### config.mk
export PLATFORM = sky130hd
export DESIGN_NAME = isr_status
export DESIGN_NICKNAME = d
export VERILOG_FILES = /design/src/design/isr_pkg.sv /design/src/design/isr_status.sv
export VERILOG_INCLUDE_DIRS = /design/src /design/src/design
export SDC_FILE = /design/constraint.sdc
export NUM_CORES = 1
export LEC_CHECK = 0
export BUFFER_PORTS_ARGS = -buffer_cell sky130_fd_sc_hd__buf_2
export CELL_PAD_IN_SITES_DETAIL_PLACEMENT = 1
export CELL_PAD_IN_SITES_GLOBAL_PLACEMENT = 2
export CORE_UTILIZATION = 39
export CTS_CLUSTER_SIZE = 24
export DETAILED_ROUTE_END_ITERATION = 7
export PLACE_DENSITY = 0.84
export SYNTH_ARGS = -nofsm -noshare
export SYNTH_HDL_FRONTEND = slang
export SYNTH_SLANG_ARGS = --single-unit
### constraint.sdc
create_clock -name clk -period 4.5 [get_ports clk]
set_input_delay 0.675 -clock clk [delete_from_list [all_inputs] [get_ports clk]]
set_output_delay 0.675 -clock clk [all_outputs]
set_load 0.02 [all_outputs]
### src/design/isr_defs.svh
`ifndef ISR_DEFS_SVH
`define ISR_DEFS_SVH
// Behaviour
// [RQ1] Controller chains strings with semicolons
// [RQ2] Whole transmission at most 255 characters
// [RQ3] Command: mnemonic, space, data, terminator
// [RQ4] Query adds question mark after mnemonic
// [RQ5] Reply only when addressed to talk
// [RQ6] Only newest pending reply is sent
// [RQ7] Asterisk marks common, question mark query
// [RQ8] Condition bits live, read only
// [RQ9] Standard set has no condition register
// [RQ10] Event bit latches, repeats ignored
// [RQ11] Event bit held until read or clear
// [RQ12] Summary is OR of event AND enable
// [RQ13] Enable registers read back last write
// [RQ14] Status byte read only, not latched
// [RQ15] Master summary from status and request enable
// [RQ16] Status byte read shows master summary
// [RQ17] Request enable register read and write
// [RQ18] Reads return binary weighted eight bits
// [RQ19] Only enable registers accept writes; the code also acts on a clear-status write to the command address
// [RQ20] Standard summary at status bit 5
// [RQ21] Standard event bit positions fixed
// [RQ22] Clear status clears both event registers
// [RQ23] Master summary at bit 6, masked
// [RQ24] Reset clears, then power-on flagged

// ***************
// Register map
// ***************
`define ISR_A_STB 4'h0
`define ISR_A_SRE 4'h1
`define ISR_A_SEV 4'h2
`define ISR_A_SEN 4'h3
`define ISR_A_OCN 4'h4
`define ISR_A_OEV 4'h5
`define ISR_A_OEN 4'h6
`define ISR_A_CMD 4'h7
`define ISR_CMD_CLS 0

// ***************
// Bit positions
// ***************
`define ISR_STB_SES 5
`define ISR_STB_MSS 6
`define ISR_STB_OPS 7
`define ISR_SE_PON 7
`define ISR_SE_CME 5
`define ISR_SE_EXE 4
`define ISR_SE_QYE 2
`define ISR_SE_OPC 0
`define ISR_RST_VAL 8'h00

// ***************
// Message characters
// ***************
`define ISR_CH_STAR 8'h2A
`define ISR_CH_QUEST 8'h3F
`define ISR_CH_SEMI 8'h3B
`define ISR_CH_LF 8'h0A
`define ISR_CH_CR 8'h0D
`define ISR_MAX_LEN 255
`endif

### src/design/isr_pkg.sv
package isr_pkg;
  typedef logic [3:0] isr_addr_t;
  typedef logic [7:0] isr_byte_t;
  typedef enum logic [0:0] {
    ISR_IDLE = 1'b0,
    ISR_BODY = 1'b1
  } isr_pstate_e;
endpackage

### src/design/isr_status.sv
// The register offsets and the address-and-strobe port were left to the implementer.
`timescale 1ns/1ps
`default_nettype none
`include "isr_defs.svh"
module isr_status
  import isr_pkg::*;
(
  // Clock and reset
  input wire logic clk,
  input wire logic rstn,
  // Register port
  input wire logic [3:0] addr,
  input wire logic [7:0] wdata,
  input wire logic wr,
  input wire logic rd,
  output logic [7:0] rdata,
  // Instrument events and status
  input wire logic [7:0] std_event,
  input wire logic [7:0] oper_cond,
  // Message characters from the listener
  input wire logic rx_valid,
  input wire logic [7:0] rx_char,
  output logic msg_done,
  output logic msg_common,
  output logic msg_query,
  // Talker side
  input wire logic talk,
  output logic resp_valid,
  output logic [7:0] resp_data,
  // Service request line, open drain
  output logic srq_o,
  output logic srq_oe
);

  // ***************
  // Reset release
  // ***************
  logic rst_a_q;
  logic rst_n_q;

  // Two stages so the release is clean to clk
  always_ff @(posedge clk or negedge rstn) begin
    if (!rstn) begin
      rst_a_q <= 1'b0;
      rst_n_q <= 1'b0;
    end else begin
      rst_a_q <= 1'b1;
      rst_n_q <= rst_a_q;
    end
  end

  // ***************
  // Register storage
  // ***************
  isr_byte_t sev_q;
  isr_byte_t sen_q;
  isr_byte_t oev_q;
  isr_byte_t oen_q;
  isr_byte_t sre_q;
  isr_byte_t ocn_q;
  logic pon_q;
  logic wr_sre, wr_sen, wr_oen, rd_sev, rd_oev, cls;
  logic ses, ops, mss;
  isr_byte_t stb;
  isr_byte_t oev_rise;
  isr_byte_t rd_val;
  logic cme_len;

  // Strobe decode
  assign wr_sre = wr && addr == `ISR_A_SRE;
  assign wr_sen = wr && addr == `ISR_A_SEN;
  assign wr_oen = wr && addr == `ISR_A_OEN;
  assign rd_sev = rd && addr == `ISR_A_SEV; // [RQ11]
  assign rd_oev = rd && addr == `ISR_A_OEV; // [RQ11]
  assign cls = wr && addr == `ISR_A_CMD && wdata[`ISR_CMD_CLS]; // [RQ22]

  // Condition copy; no storage beyond one sample
  always_ff @(posedge clk or negedge rst_n_q) begin
    if (!rst_n_q) begin
      ocn_q <= `ISR_RST_VAL;
    end else begin
      ocn_q <= oper_cond; // [RQ8]
    end
  end

  // Operation events fire on condition rising edges
  assign oev_rise = oper_cond & ~ocn_q;

  // Power-on marker, one shot after reset release
  always_ff @(posedge clk or negedge rst_n_q) begin
    if (!rst_n_q) begin
      pon_q <= 1'b1;
    end else begin
      pon_q <= 1'b0;
    end
  end

  // Standard event register; set wins over clear
  always_ff @(posedge clk or negedge rst_n_q) begin
    if (!rst_n_q) begin
      sev_q <= `ISR_RST_VAL; // [RQ24]
    end else begin
      sev_q <= ((rd_sev || cls) ? 8'h00 : sev_q) // [RQ11] [RQ22]
        | std_event // [RQ10]
        | ({7'h00, pon_q} << `ISR_SE_PON) // [RQ21] [RQ24]
        | ({7'h00, cme_len} << `ISR_SE_CME); // [RQ21]
    end
  end

  // Operation event register; repeats while set do nothing
  always_ff @(posedge clk or negedge rst_n_q) begin
    if (!rst_n_q) begin
      oev_q <= `ISR_RST_VAL;
    end else begin
      oev_q <= ((rd_oev || cls) ? 8'h00 : oev_q) | oev_rise; // [RQ10] [RQ11]
    end
  end

  // Enable registers, only writable storage
  always_ff @(posedge clk or negedge rst_n_q) begin
    if (!rst_n_q) begin
      sen_q <= `ISR_RST_VAL; // [RQ24]
      oen_q <= `ISR_RST_VAL;
      sre_q <= `ISR_RST_VAL;
    end else begin
      if (wr_sen) begin
        sen_q <= wdata; // [RQ13] [RQ19]
      end
      if (wr_oen) begin
        oen_q <= wdata; // [RQ13]
      end
      if (wr_sre) begin
        sre_q <= wdata & ~(8'h01 << `ISR_STB_MSS); // [RQ17] [RQ23]
      end
    end
  end

  // ***************
  // Summaries
  // ***************
  // Live, so clearing an event drops its summary at once
  assign ses = |(sev_q & sen_q); // [RQ12]
  assign ops = |(oev_q & oen_q); // [RQ12]
  always_comb begin
    stb = 8'h00;
    stb[`ISR_STB_SES] = ses; // [RQ20]
    stb[`ISR_STB_OPS] = ops;
    mss = |(stb & sre_q); // [RQ15]
    stb[`ISR_STB_MSS] = mss; // [RQ14] [RQ16] [RQ23]
  end

  // Service request pin, driven low only
  always_ff @(posedge clk or negedge rst_n_q) begin
    if (!rst_n_q) begin
      srq_oe <= 1'b0;
    end else begin
      srq_oe <= mss; // [RQ15]
    end
  end
  assign srq_o = 1'b0;

  // ***************
  // Read path
  // ***************
  // Read mux; unmapped and write-only addresses give zero
  always_comb begin
    case (addr)
      `ISR_A_STB: rd_val = stb; // [RQ14]
      `ISR_A_SRE: rd_val = sre_q;
      `ISR_A_SEV: rd_val = sev_q;
      `ISR_A_SEN: rd_val = sen_q;
      `ISR_A_OCN: rd_val = oper_cond; // [RQ8] [RQ9]
      `ISR_A_OEV: rd_val = oev_q;
      `ISR_A_OEN: rd_val = oen_q;
      default: rd_val = 8'h00;
    endcase
  end

  // Read data one cycle after strobe, binary weighted
  always_ff @(posedge clk or negedge rst_n_q) begin
    if (!rst_n_q) begin
      rdata <= 8'h00;
    end else if (rd) begin
      rdata <= rd_val; // [RQ18]
    end
  end

  // ***************
  // Reply holding
  // ***************
  logic pend_q;

  // Newer query overwrites older; sent only on talk
  always_ff @(posedge clk or negedge rst_n_q) begin
    if (!rst_n_q) begin
      pend_q <= 1'b0;
      resp_data <= 8'h00;
      resp_valid <= 1'b0;
    end else begin
      resp_valid <= talk && pend_q; // [RQ5]
      if (rd) begin
        resp_data <= rd_val; // [RQ6]
        pend_q <= 1'b1;
      end else if (talk) begin
        pend_q <= 1'b0;
      end
    end
  end

  // ***************
  // Message framing
  // ***************
  isr_pstate_e pst_q;
  logic [8:0] len_q;
  logic last_q_q;
  logic term;

  // Semicolon or line end closes one string
  assign term = rx_char == `ISR_CH_SEMI || rx_char == `ISR_CH_LF
    || rx_char == `ISR_CH_CR; // [RQ1] [RQ3]

  // Classify each string: common on its first character, query as it closes
  always_ff @(posedge clk or negedge rst_n_q) begin
    if (!rst_n_q) begin
      pst_q <= ISR_IDLE;
      msg_common <= 1'b0;
      msg_query <= 1'b0;
      msg_done <= 1'b0;
      last_q_q <= 1'b0;
    end else begin
      msg_done <= 1'b0;
      if (rx_valid) begin
        case (pst_q)
          ISR_IDLE: begin
            if (!term) begin
              pst_q <= ISR_BODY;
              msg_common <= rx_char == `ISR_CH_STAR; // [RQ7]
              last_q_q <= rx_char == `ISR_CH_QUEST;
            end
          end
          ISR_BODY: begin
            if (term) begin
              pst_q <= ISR_IDLE;
              msg_done <= 1'b1;
              msg_query <= last_q_q; // [RQ4] [RQ7]
            end else if (rx_char != 8'h20) begin
              last_q_q <= rx_char == `ISR_CH_QUEST;
            end
          end
          default: pst_q <= ISR_IDLE;
        endcase
      end
    end
  end

  // Length guard across a whole transmission
  always_ff @(posedge clk or negedge rst_n_q) begin
    if (!rst_n_q) begin
      len_q <= 9'h000;
    end else if (rx_valid) begin
      if (rx_char == `ISR_CH_LF) begin
        len_q <= 9'h000;
      end else if (len_q <= 9'(`ISR_MAX_LEN)) begin
        len_q <= len_q + 9'h001;
      end
    end
  end
  // Overlong transmission counts as a command error, flagged once
  assign cme_len = rx_valid && rx_char != `ISR_CH_LF
    && len_q == 9'(`ISR_MAX_LEN); // [RQ2]

  // ***************
  // Checks
  // ***************
  property p_latch;
    @(posedge clk) disable iff (!rst_n_q)
    (!rd_sev && !cls) |=> (sev_q & $past(sev_q)) == $past(sev_q);
  endproperty
  a_latch: assert property (p_latch) else $error("event bit lost"); // [RQ11]

  property p_clear;
    @(posedge clk) disable iff (!rst_n_q)
    cls && std_event == 8'h00 && !cme_len && oev_rise == 8'h00
      |=> sev_q == 8'h00 && oev_q == 8'h00;
  endproperty
  a_clear: assert property (p_clear) else $error("clear missed"); // [RQ22]

  property p_set;
    @(posedge clk) disable iff (!rst_n_q)
    std_event[4] |=> sev_q[4];
  endproperty
  a_set: assert property (p_set) else $error("event not set"); // [RQ10]

  property p_sum;
    @(posedge clk) disable iff (!rst_n_q)
    stb[5] == |(sev_q & sen_q) && stb[7] == |(oev_q & oen_q);
  endproperty
  a_sum: assert property (p_sum) else $error("summary wrong"); // [RQ12]

  property p_srq;
    @(posedge clk) disable iff (!rst_n_q)
    ##1 srq_oe == $past(|({stb[7], 1'b0, stb[5:0]} & sre_q));
  endproperty
  a_srq: assert property (p_srq) else $error("srq wrong"); // [RQ15]

  property p_sen_rb;
    @(posedge clk) disable iff (!rst_n_q)
    wr_sen ##1 !wr ##1 (rd && addr == `ISR_A_SEN && !wr) |=> rdata == $past(wdata, 3);
  endproperty
  a_sen_rb: assert property (p_sen_rb) else $error("enable readback"); // [RQ13]

  property p_sre6;
    @(posedge clk) disable iff (!rst_n_q)
    !sre_q[6];
  endproperty
  a_sre6: assert property (p_sre6) else $error("sre bit 6 set"); // [RQ23]

  property p_talk;
    @(posedge clk) disable iff (!rst_n_q)
    resp_valid |-> $past(talk);
  endproperty
  a_talk: assert property (p_talk) else $error("reply without talk"); // [RQ5]

  property p_pon;
    @(posedge clk) disable iff (!rstn)
    $rose(rst_n_q) |=> sev_q[7];
  endproperty
  a_pon: assert property (p_pon) else $error("power-on missing"); // [RQ24]

  // Every rising condition must leave its event bit set
  property p_oev_set;
    @(posedge clk) disable iff (!rst_n_q)
    oev_rise != 8'h00 |=> (oev_q & $past(oev_rise)) == $past(oev_rise);
  endproperty
  a_oev_set: assert property (p_oev_set) else $error("operation event not set"); // [RQ10]

  // Condition read shows the live level, nothing latched
  property p_ocn_live;
    @(posedge clk) disable iff (!rst_n_q)
    rd && addr == `ISR_A_OCN |=> rdata == $past(oper_cond);
  endproperty
  a_ocn_live: assert property (p_ocn_live) else $error("condition read stale"); // [RQ8]

  // Leading asterisk marks the string as common
  property p_common;
    @(posedge clk) disable iff (!rst_n_q)
    rx_valid && pst_q == ISR_IDLE && rx_char == `ISR_CH_STAR |=> msg_common;
  endproperty
  a_common: assert property (p_common) else $error("common not flagged"); // [RQ7]

endmodule // isr_status
`default_nettype wire

==> summary.txt <==
Die
  – Die area: 9490 sq um
  – Io pins: between 60 and 70
  – Height of the die: roughly 100 um
  – Core area: between 8000 and 9000 sq um
  – # rows: 34
  – Die Span X: roughly 97 um
  – Starting density of the core: 0.405

Critical path
  – Critical Path Sink Type: register
  – End of the worst register-to-register path: len_q[4]$_DFFE_PN0P_
  – Critical Path Start Type: input pin
  – FF-to-FF path depth: 8
  – Worst Setup Path Type: input pin to register
  – FF-to-FF setup slack: 2.64 ns
  – Crit path required time: ~4.7 ns
  – Worst Path Max Fanout: 5
  – Crit path DAT: about 2.6 ns
  – CP Launch Point: rx_char[5]
  – Setup crit end: msg_query$_DFFE_PN0P_
  – FF-to-FF Start: len_q[0]$_DFFE_PN0P_

Layout
  – Final instance area: 4110 sq um
  – Share of layout cells above drive strength 1: 0.303
  – Commonest cells after routing, fill and taps aside: dfrtp_1, buf_2, nand2_1, mux2_2
  – Leading cell type in the layout, fill and taps excluded: dfrtp_1
  – Synth-to-layout area growth: 15.7%
  – Ant diodes: 0
  – Final design utilization: 0.469
  – Final-stage net count: roughly 420
  – Finished Layout Cells: about 490

Logic synthesis
  – Ys async rst share: 1.00
  – Yosys reg bits: 75
  – Post-synthesis cell area: between 3000 and 4000 sq um
  – Synth Instances: 319
  – Ys Warns: 0
  – Predominant post-synthesis flop cell: dfrtp_1
  – Syn Area/Cell: roughly 11 sq um
  – Post-synthesis sequential area ratio: 0.529
  – Post-synth top area share: 0.521
  – Cell variety after synth: between 50 and 60
  – Post-synth top area cell: dfrtp_1
  – EDFF count, synth: 0
  – Ranking of synthesized cells by area: dfrtp_1, mux2_2, a22oi_1

Pwr
  – PD cells: 403 nW/um^2
  – Reg power frac: 0.512
  – Power, Total: 1.66 mW
  – Net Sw Power: approximately 0.48 mW
  – Sw Ratio: 0.289
  – Internal power: around 1.2 mW
  – Leak: about 1.9 nW
  – Clk network pwr share: 0.327
  – Comb power frac: 0.161
  – Max rail drop VDD: approximately 130 uV

GRT
  – GRT Overall Usage: 0.198
  – First-pass GRT wire length: about 15,000 um
  – Total global routing overflow: 0
  – Gr busiest metal: met2
  – Initial antenna violation count: 0
  – M2 GR Usage: 0.323
  – Met1 usage: 0.259
  – Global Route met3 Usage: 0.0388
  – Vias in the first global route: approximately 2,900
  – Largest net degree at the start of global routing: 38

STA
  – Final hold violations: 0
  – Setup WS post-layout: 2.18 ns
  – Final setup TNS: 0 ns
  – Worst hold margin: just over 0.09 ns
  – Fmax: 431 MHz
  – Min cycle time layout: approximately 2.3 ns
  – Worst-Margin Slew: between 0.8 and 0.9 ns
  – Max-slew headroom: 0.463
  – Tcrit/Tclk final: 0.516
  – Slew Viols, Final: 0
  – RSZ-0062 raised after global routing: no
  – Finish-stage setup viols: 0
  – Worst Skew: slightly above 0.01 ns

Place
  – Buffers on Ports: slightly above 60
  – Hpwl dp: 6380 um
  – Place WS: between 1.5 and 2 ns
  – GP Congestion: 0.791
  – # placed instances: 471
  – Post-Place Cell Area: a little under 4000 sq um

Route
  – Post-Route WL: around 8600 um
  – DRC Markers: 0
  – Initial DRT Pass Iterations: 4
  – Vias per inst: ~5.6
  – Antenna-violating nets left: 0
  – DR iter-0 viols: 73
  – Vias: between 2,000 and 3,000
  – Routed len/inst: 17.8 um

Min path
  – Worst min path class: input pin to async pin

Clock tree
  – Resize count post-CTS: 0
  – CTS max path bufs: 2
  – Setup Buffers After CTS: 0
  – Hold buffers post-CTS: 0
  – Root Buffer: clkbuf_8
  – CTS tree: built
  – Total clock sinks: 75
  – Worst-path clk slew: roughly 0.080 ns
  – Worst-Skew Late Latency: approximately 0.35 ns
  – Clock H-tree levels: 3
  – Num CTS Buffers: 9

Run status
  – Status: complete, no violations

Flow run
  – MaxCap Viol Count: 0
cell type report:
type	instances	area [sq um]
clock buffer	12	155
sequential	75	1880
tap	108	135
multi-input combinational	210	1510
timing repair buffer	64	325
clock inverter	4	50.0
fill	968	4650
inverter	14	52.6
routing by layer:
metal / wire, um / part of all wire
met1: 3940 / 0.46
met2: 4180 / 0.48
met3: 358 / 0.041
met4: 159 / 0.018
met5: 0 / 0
worst max-delay path, stage by stage:
cell	delay, ns
buf_2	0.12
or4_4	0.55
or4b_4	0.54
o311ai_4	0.13
and3_4	0.25
mux2_4	0.30
worst min path at each step:
stage	startpoint	end	slack [ns]
after global routing	rstn	rst_n_q$_DFF_PN0_	0.07
after CTS	rstn	rst_n_q$_DFF_PN0_	0.08
after detailed placement	rst_a_q$_DFF_PN0_	rst_n_q$_DFF_PN0_	0.34
after global placement	rst_a_q$_DFF_PN0_	rst_n_q$_DFF_PN0_	0.34
final	rstn	rst_n_q$_DFF_PN0_	0.09
after floorplan	rst_a_q$_DFF_PN0_	rst_n_q$_DFF_PN0_	0.33
cells by family (layout without fill, tap and decap cells):
kind of cell             after synthesis  after routing  share of synthesized area
buffers and inverters                 35             94                     0.0468
AO/OA/AOI/OAI                         86             86                      0.180
multiplexers                          35             35                      0.109
other                                  2              3                    0.00211
flip-flops                            75             75                      0.529
adder cells (fa/ha/maj)                2              2                    0.00704
AND/OR/NAND/NOR                       84             84                      0.126
cells in the mapped netlist (6+ instances only):
library cell  number
a21o_1             8
a22oi_1           13
nand2_1           26
nand3_1            7
inv_1             14
buf_4              9
nor2_1            17
a21oi_1            6
o21ai_0           17
dfrtp_1           74
mux2i_1            9
clkbuf_1           8
mux2_2            25
flip-flops by register name (all words and copies together) (netlist names), 7 cells and up:
name	cells
len_q	9
ocn_q	8
oen_q	8
oev_q	8
resp_data	8
sen_q	8
sev_q	8
sre_q	7
power groups by stage:
stage          Clock (mW)  Sequential [mW]  Combinational [mW]
2_1_floorplan           0            0.848               0.183
3_3_place_gp            0            0.855               0.261
3_5_place_dp            0            0.863               0.269
4_1_cts             0.553            0.850               0.271
5_1_grt             0.580            0.862               0.299
6_report            0.542            0.849               0.267
Power figures use the tool's default switching activity.
